<file path="config.mk">
export PLATFORM = sky130hd
export DESIGN_NAME = pevc_top
export DESIGN_NICKNAME = d
export VERILOG_FILES = /design/src/verilog/pevc_pkg.sv /design/src/verilog/pevc_top.sv
export SDC_FILE = /design/constraint.sdc
export NUM_CORES = 2
export LEC_CHECK = 0
export ABC_AREA = 1
export BUFFER_PORTS_ARGS = -buffer_cell sky130_fd_sc_hd__buf_4
export CAP_MARGIN = 20
export CORE_UTILIZATION = 39
export CTS_CLUSTER_DIAMETER = 80
export DETAILED_ROUTE_END_ITERATION = 7
export SLEW_MARGIN = 10
export SYNTH_ARGS = -nofsm -noshare
export SYNTH_HDL_FRONTEND = slang
export SYNTH_SLANG_ARGS = --single-unit
</file>
<file path="constraint.sdc">
create_clock -name clk -period 43.8 [get_ports clk]
set_clock_uncertainty 0.1 [all_clocks]
set_input_delay 6.57 -clock clk [delete_from_list [all_inputs] [get_ports clk]]
set_output_delay 6.57 -clock clk [all_outputs]
set_load 0.01 [all_outputs]
</file>
<file path="src/verilog/pevc_pkg.sv">
// Constants, field layout and carrier types of the power event pin control.
//
// Notes on behaviour
// - Two event pins: unrouted, driven by routed conditions, or set by software.
// - Any active routed condition drives its pin active.
// - Software pin level applies only while nothing is routed to that pin.
// - Six limits: sag, surge, over-current and over-power per channel.
// - Over-current and over-power are checked once per computation cycle.
// - Sag and surge resolve within a line cycle and can be held by bits 7 and 6.
// - Trailing mean square over half a line period, scaled by the window.
// - Each data-ready compares the mean square against sag and surge limits.
// - An active routed sag or surge drives its pin high.
// - Top eight bits report calibration failures; success clears them.
// - Calibration bits: 31 reactive2 down to 24 line frequency.
// - Bits 23..20 route over-power, over-current, surge, sag to pin 2.
// - Bits 19..16 route over-power, over-current, surge, sag to pin 1.
// - Bits 15 and 14 give software levels of pins 2 and 1.
// - Writing one to bits 11..8 clears over-current, over-power, surge, sag.
// - Bits 7 and 6 latch surge and sag until cleared.
// - Bits 13 and 12 are unimplemented and read zero.
// - Bits 5 and 4 latch over-power and over-current until cleared.
// - Bits 3..0 force simulated surge, sag, over-power, over-current.
package pevc_pkg;

    // Register byte addresses.
    localparam logic [7:0] OFS_EVENT = 8'h00;
    localparam logic [7:0] OFS_SAG_LIMIT = 8'h04;
    localparam logic [7:0] OFS_SURGE_LIMIT = 8'h08;
    localparam logic [7:0] OFS_OC1_LIMIT = 8'h0c;
    localparam logic [7:0] OFS_OP1_LIMIT = 8'h10;
    localparam logic [7:0] OFS_OC2_LIMIT = 8'h14;
    localparam logic [7:0] OFS_OP2_LIMIT = 8'h18;
    localparam logic [7:0] OFS_STATUS = 8'h1c;
    localparam logic [7:0] OFS_MEAN_SQ = 8'h20;

    // Event register field positions.
    localparam int POS_CAL = 24;
    localparam int POS_ROUTE2 = 20;
    localparam int POS_ROUTE1 = 16;
    localparam int POS_SOFT2 = 15;
    localparam int POS_SOFT1 = 14;
    localparam int POS_CLEAR = 8;
    localparam int POS_HOLD = 4;
    localparam int POS_SIM = 0;

    // Condition indices inside the four-bit hold and simulate groups and the condition flags.
    localparam int IX_OVERCUR = 0;
    localparam int IX_OVERPOW = 1;
    localparam int IX_SAG = 2;
    localparam int IX_SURGE = 3;

    // Values after reset.
    localparam logic [31:0] RST_EVENT = 32'h0000_0000;
    localparam logic [31:0] RST_LIMIT = 32'h0000_0000;

    // Trailing window length in samples: sample rate over twice line rate.
    localparam int WIN_LOG2 = 5;
    localparam int WIN_LEN = 1 << WIN_LOG2;

    typedef struct packed {
        logic valid;
        logic signed [15:0] value;
    } pevc_sample_t;

    typedef struct packed {
        logic valid;
        logic [31:0] current1;
        logic [31:0] current2;
        logic [31:0] power1;
        logic [31:0] power2;
    } pevc_results_t;

    typedef struct packed {
        logic done;
        logic [7:0] select;
        logic [7:0] pass;
    } pevc_cal_t;

endpackage : pevc_pkg

</file>
<file path="src/verilog/pevc_top.sv">
// Event detection, routing and pin drive of the power event pin control.
`timescale 1ns/1ps

module pevc_top (
    // Clock, reset and enable
    input wire logic clk,
    input wire logic reset,
    input wire logic ce,
    // Register port
    input wire logic [7:0] addr,
    input wire logic [31:0] wdata,
    input wire logic wr_en,
    input wire logic rd_en,
    output logic [31:0] rdata,
    // Measurement engine
    input wire pevc_pkg::pevc_sample_t vsample,
    input wire logic data_ready,
    input wire pevc_pkg::pevc_results_t results,
    // Calibration outcome
    input wire pevc_pkg::pevc_cal_t cal,
    // Event pins
    output logic event_pin1,
    output logic event_pin2
);

    localparam int SUM_W = 32 + pevc_pkg::WIN_LOG2;

    // Picks the four-bit group of a condition set at a given position.
    function automatic logic [3:0] field4(input logic [31:0] w, input int pos);
        field4 = w[pos +: 4];
    endfunction : field4

    // Route bit order in a pin group is over-power, over-current, surge, sag.
    function automatic logic [3:0] route_to_cond(input logic [3:0] r);
        logic [3:0] c;
        c = 4'h0;
        c[pevc_pkg::IX_OVERPOW] = r[3];
        c[pevc_pkg::IX_OVERCUR] = r[2];
        c[pevc_pkg::IX_SURGE] = r[1];
        c[pevc_pkg::IX_SAG] = r[0];
        route_to_cond = c;
    endfunction : route_to_cond

    // Clear bit order is over-current, over-power, surge, sag.
    function automatic logic [3:0] clr_to_cond(input logic [3:0] r);
        logic [3:0] c;
        c = 4'h0;
        c[pevc_pkg::IX_OVERCUR] = r[3];
        c[pevc_pkg::IX_OVERPOW] = r[2];
        c[pevc_pkg::IX_SURGE] = r[1];
        c[pevc_pkg::IX_SAG] = r[0];
        clr_to_cond = c;
    endfunction : clr_to_cond

    // Hold and simulate order is surge, sag, over-power, over-current.
    function automatic logic [3:0] ctl_to_cond(input logic [3:0] r);
        logic [3:0] c;
        c = 4'h0;
        c[pevc_pkg::IX_SURGE] = r[3];
        c[pevc_pkg::IX_SAG] = r[2];
        c[pevc_pkg::IX_OVERPOW] = r[1];
        c[pevc_pkg::IX_OVERCUR] = r[0];
        ctl_to_cond = c;
    endfunction : ctl_to_cond

    // Stored state.
    logic [7:0] cal_fail_reg;
    logic [7:0] route_reg;
    logic [1:0] soft_level_reg;
    logic [3:0] hold_reg;
    logic [3:0] simulate_reg;
    logic [31:0] limit_reg [6];
    logic [3:0] cond_reg;
    logic [31:0] sq_mem [pevc_pkg::WIN_LEN];
    logic [pevc_pkg::WIN_LOG2-1:0] win_ptr_reg;
    logic [SUM_W-1:0] win_sum_reg;
    logic [31:0] rdata_reg;
    logic event_pin1_reg;
    logic event_pin2_reg;

    // Address decode.
    wire logic wr_event = wr_en && (addr == pevc_pkg::OFS_EVENT);
    wire logic [2:0] limit_idx = 3'((addr - pevc_pkg::OFS_SAG_LIMIT) >> 2);
    wire logic addr_is_limit = (addr >= pevc_pkg::OFS_SAG_LIMIT) &&
        (addr <= pevc_pkg::OFS_OP2_LIMIT) && (addr[1:0] == 2'b00);

    // Limits: 0 sag, 1 surge, 2 over-current ch1, 3 over-power ch1,
    // 4 over-current ch2, 5 over-power ch2.
    wire logic [31:0] sag_limit = limit_reg[0];
    wire logic [31:0] surge_limit = limit_reg[1];

    // Trailing mean square of the voltage samples.
    wire logic [31:0] new_sq = 32'(vsample.value * vsample.value);
    wire logic [31:0] old_sq = sq_mem[win_ptr_reg];
    wire logic [SUM_W-1:0] win_sum_next =
        win_sum_reg + SUM_W'(new_sq) - SUM_W'(old_sq);
    // A power-of-two window turns the reciprocal scale into a shift.
    wire logic [31:0] mean_sq = 32'(win_sum_reg >> pevc_pkg::WIN_LOG2);

    // Comparisons.
    wire logic sag_hit = mean_sq < sag_limit;
    wire logic surge_hit = mean_sq > surge_limit;
    wire logic oc_hit = (results.current1 > limit_reg[2]) ||
        (results.current2 > limit_reg[4]);
    wire logic op_hit = (results.power1 > limit_reg[3]) ||
        (results.power2 > limit_reg[5]);

    wire logic [3:0] hit;
    wire logic [3:0] evaluate;
    assign hit[pevc_pkg::IX_OVERCUR] = oc_hit;
    assign hit[pevc_pkg::IX_OVERPOW] = op_hit;
    assign hit[pevc_pkg::IX_SAG] = sag_hit;
    assign hit[pevc_pkg::IX_SURGE] = surge_hit;
    assign evaluate[pevc_pkg::IX_OVERCUR] = results.valid;
    assign evaluate[pevc_pkg::IX_OVERPOW] = results.valid;
    assign evaluate[pevc_pkg::IX_SAG] = data_ready;
    assign evaluate[pevc_pkg::IX_SURGE] = data_ready;

    wire logic [3:0] clear_cmd = wr_event ?
        clr_to_cond(field4(wdata, pevc_pkg::POS_CLEAR + 0)) : 4'h0;
    wire logic [3:0] hold_cond = ctl_to_cond(hold_reg);
    wire logic [3:0] sim_cond = ctl_to_cond(simulate_reg);

    // Condition flags, one per event kind.
    logic [3:0] cond_next;
    genvar g;
    generate
        for (g = 0; g < 4; g++) begin : g_cond
            wire logic set_now = evaluate[g] && hit[g];
            // A detection in the clearing cycle wins over the clear.
            assign cond_next[g] =
                set_now ? 1'b1 :
                (hold_cond[g] && !clear_cmd[g]) ? cond_reg[g] :
                clear_cmd[g] ? 1'b0 :
                evaluate[g] ? 1'b0 :
                cond_reg[g];
        end
    endgenerate

    wire logic [3:0] cond_active = cond_reg | sim_cond;

    // Pin drive.
    wire logic [3:0] routed1 =
        route_to_cond(route_reg[pevc_pkg::POS_ROUTE1-16 +: 4]);
    wire logic [3:0] routed2 =
        route_to_cond(route_reg[pevc_pkg::POS_ROUTE2-16 +: 4]);
    wire logic pin1_next = (|routed1) ?
        |(routed1 & cond_active) : soft_level_reg[0];
    wire logic pin2_next = (|routed2) ?
        |(routed2 & cond_active) : soft_level_reg[1];

    // Calibration result bits; a hardware outcome overrides a write.
    logic [7:0] cal_next;
    generate
        for (g = 0; g < 8; g++) begin : g_cal
            wire logic sw_val = wr_event ?
                wdata[pevc_pkg::POS_CAL + g] : cal_fail_reg[g];
            assign cal_next[g] = (cal.done && cal.select[g]) ?
                !cal.pass[g] : sw_val;
        end
    endgenerate

    // Read view; clear bits are actions and read back as zero.
    wire logic [31:0] event_view = {
        cal_fail_reg,
        route_reg,
        soft_level_reg,
        2'b00,
        4'h0,
        hold_reg,
        simulate_reg
    };
    wire logic [31:0] status_view = {26'h0, event_pin2_reg, event_pin1_reg,
        cond_active};
    wire logic [31:0] read_mux =
        (addr == pevc_pkg::OFS_EVENT) ? event_view :
        addr_is_limit ? limit_reg[limit_idx] :
        (addr == pevc_pkg::OFS_STATUS) ? status_view :
        (addr == pevc_pkg::OFS_MEAN_SQ) ? mean_sq :
        32'h0000_0000;

    // Control register storage.
    always_ff @(posedge clk or posedge reset) begin
        if (reset) begin
            cal_fail_reg <= pevc_pkg::RST_EVENT[31:24];
            route_reg <= pevc_pkg::RST_EVENT[23:16];
            soft_level_reg <= pevc_pkg::RST_EVENT[15:14];
            hold_reg <= pevc_pkg::RST_EVENT[7:4];
            simulate_reg <= pevc_pkg::RST_EVENT[3:0];
        end else if (ce) begin
            cal_fail_reg <= cal_next;
            if (wr_event) begin
                route_reg <= wdata[pevc_pkg::POS_ROUTE1 +: 8];
                soft_level_reg <= wdata[pevc_pkg::POS_SOFT1 +: 2];
                hold_reg <= wdata[pevc_pkg::POS_HOLD +: 4];
                simulate_reg <= wdata[pevc_pkg::POS_SIM +: 4];
            end
        end
    end

    // Limit registers.
    always_ff @(posedge clk or posedge reset) begin
        if (reset) begin
            for (int i = 0; i < 6; i++) begin
                limit_reg[i] <= pevc_pkg::RST_LIMIT;
            end
        end else if (ce && wr_en && addr_is_limit) begin
            limit_reg[limit_idx] <= wdata;
        end
    end

    // Condition flags.
    always_ff @(posedge clk or posedge reset) begin
        if (reset) begin
            cond_reg <= 4'h0;
        end else if (ce) begin
            cond_reg <= cond_next;
        end
    end

    // Squared sample history for the running sum.
    always_ff @(posedge clk or posedge reset) begin
        if (reset) begin
            for (int i = 0; i < pevc_pkg::WIN_LEN; i++) begin
                sq_mem[i] <= 32'h0000_0000;
            end
            win_ptr_reg <= '0;
            win_sum_reg <= '0;
        end else if (ce && vsample.valid) begin
            sq_mem[win_ptr_reg] <= new_sq;
            win_ptr_reg <= win_ptr_reg + 1'b1;
            win_sum_reg <= win_sum_next;
        end
    end

    // Pins and read data.
    always_ff @(posedge clk or posedge reset) begin
        if (reset) begin
            event_pin1_reg <= 1'b0;
            event_pin2_reg <= 1'b0;
            rdata_reg <= 32'h0000_0000;
        end else if (ce) begin
            event_pin1_reg <= pin1_next;
            event_pin2_reg <= pin2_next;
            rdata_reg <= rd_en ? read_mux : 32'h0000_0000;
        end
    end

    assign rdata = rdata_reg;
    assign event_pin1 = event_pin1_reg;
    assign event_pin2 = event_pin2_reg;

endmodule : pevc_top

</file>
==> results.py <==
metrics = {
    "clock_network": {
        "clock_path_buffers": 3,
        "cts_root_buffer": "clkbuf_16",
        "cts_hold_buf": 0,
        "cts.reportedPaths.clkPinSlew_ns": 0.06,
        "cts_tree": "built",
        "numCtsBuffers": 144,
        "cts_sinks": 1290,
        "htreeDepth": 4,
        "insertion_delay_ns": 0.81,
        "cts-resized-gates": 0,
        "post_cts_buffers": 0,
    },
    "yosys": {
        "synth.distinct_cells": 59,
        "syn_area_um2": 76300,
        "syn_inst": 9772,
        "ys.flop_type": "dfrtp_1",
        "synthArstFlopShare_pct": 100,
        "synth_edf_count": 0,
        "synth_seq_area_share_pct": 42.3,
        "ys_ff_latch": 1290,
        "syn_area_per_cell_um2": 7.81,
        "yosys_warnings": 0,
        "syn_nets": 10600,
    },
    "sta": {
        "final.period_utilization_pct": 32.6,
        "finalWorstPathRequiredPeriod_ns": 14.27,
        "worstMarginPinSlew_ns": 1.21,
        "hold_viol": 0,
        "fmax_mhz": 70.1,
        "setup_violations": 0,
        "slew_viol_final": 0,
        "rsz0062_at_grt": "false",
        "relSlewSlack_pct": 19.3,
        "tns_ns": 0,
    },
    "flow_run": {
        "drv_cap": 0,
    },
    "finish": {
        "final_cell_mix": "nand2_1 (2,671), o21ai_0 (1,462), dfrtp_1 (1,288)",
        "drive_above_1_share_pct": 7.63,
        "largest_register_ffs": 992,
        "multiInputGateArea_um2": 37700,
        "register_area_um2": 32300,
        "final_common_cell": "nand2_1",
        "fin_nets": 10500,
        "fillCellCount": 19300,
        "area_growth_pct": 11.4,
    },
    "global_routing": {
        "grt_use_met3_pct": 4.81,
        "grt-ovfl-total": 0,
        "grt_use_total_pct": 27.6,
        "antenna_found_initial": 7,
        "grt_busiest_layer": "met2",
        "grt_pass1_wl_um": 415000,
        "grt_pass1_vias": 66000,
        "grtUsageMet2_pct": 43.8,
        "grt_use_met1_pct": 36.9,
        "grt_max_degree": 189,
    },
    "setup_path": {
        "cp_top_family": "adder cells",
        "worstPathArrival_ns": 14.85,
        "start_kind": "primary input",
        "path_buf_inv": 6,
        "slowest_stage": "inv_1",
        "critical_path_class": "primary input to flop",
        "cp.required_ns": 44.38,
        "endpoint_kind": "flop",
        "critPathMostFrequentCell": "nand2_1",
        "crit_fanout": 33,
        "slowest_delay_ns": 0.65,
    },
    "drt": {
        "antenna_left": 0,
        "routedWlPerCell_um": 22.4,
        "wirelength_um": 276000,
        "routed_via_density": 5.52,
        "drc": 0,
        "drtIter0Drc": 7767,
        "vias": 68100,
        "first_pass_iters": 8,
    },
    "place": {
        "place_congestion": 0.964,
        "port_buffers": 242,
        "dp_hpwl_um": 182000,
    },
    "floorplanning": {
        "start_util_pct": 39.4,
        "dieArea_um2": 197000,
        "core_um2": 193000,
        "placementRows": 161,
        "die_x_um": 444,
        "ioPinCount": 243,
        "die_y_um": 444,
    },
    "worst_hold_path": {
        "hold_class": "flop to flop",
    },
    "outcome": {
        "outcome": "completed",
    },
}
per-layer routing:
layer / vias up / part of all wire, %
li1: 31300 / -
met1: 33200 / 42
met2: 2889 / 45
met3: 652 / 8.2
met4: 8 / 4.7
met5: - / 0.021
final timing paths:
check	cells after the start	to	slack (ns)	start
hold reg to reg	2	sq_mem[229]	0.36	sq_mem[229]
hold / removal	2	sq_mem[229]	0.36	sq_mem[229]
min in group asynchronous	2	sq_mem[170]	5.84	reset
setup reg to reg	17	win_sum_reg[14]	37.52	win_ptr_reg[0]
setup / recovery	33	win_sum_reg[34]	29.53	vsample[0]
max in group asynchronous	6	sq_mem[223]	33.62	reset
synth_stat cells, drive strengths merged, types with 11 or more instances:
library cell  instances  area, um^2
xor2                 11         104
clkbuf              436        1640
nand2              2681       10100
a22o                 28         245
dfrtp              1290       32300
nor3                 38         211
buf                 190         933
nand4                63         400
fa                  268        5370
nor2                699        2720
nand3               433        2240
o22ai               231        1450
inv                1031        3870
a21oi               276        1390
a221oi               23         201
o21bai               16         120
ha                  326        4080
o21ai              1633        8180
xnor2                20         175
a21o                 15         113
through the flow:
stage / hold slack [ns] / instance area [um^2] / setup WS (ns) / util, % / instances
after global routing: 0.385 / 84900 / 28.93 / 43.9 / 12300
after floorplan: 0.337 / 76300 / 0.772 / - / 9772
final: 0.365 / 84900 / 29.53 / 43.9 / 12300
after global placement: 0.348 / 80000 / 28.76 / 41.4 / 12100
after CTS: 0.368 / 84900 / 29.59 / 43.9 / 12300
after detailed placement: 0.353 / 80000 / 28.77 / 41.4 / 12100
logic make-up (layout without fill, tap and decap cells):
kind of cell,count (synthesis),count (layout),synth area share (%)
AO/OA/AOI/OAI,2252,2252,15.7
XOR/XNOR,31,31,0.366
adder cells (fa/ha/maj),594,594,12.4
buffers and inverters,1660,1689,8.46
flip-flops,1290,1290,42.3
other,0,3,0
AND/OR/NAND/NOR,3945,3945,20.8
area by class of cell:
class	instances	share of cell area, %
multi-input cells	6822	44.4
inverters	1034	4.60
well taps	2526	3.72
flip-flops and latches	1290	38.0
diodes	3	0.00884
repair buffers	394	3.59
clock buffers	205	4.92
clock inverters	56	0.771
worst min-delay path: cells and delay by family (launching register included):
| kind | cells | cell delay, ns |
|---|---|---|
| DFF | 1 | 0.33 |
| and+or+nand+nor | 2 | 0.10 |
Power is left out: the tool's default activity adds up to more than one toggle a clock period on the data nets, which glitch-free logic cannot reach.
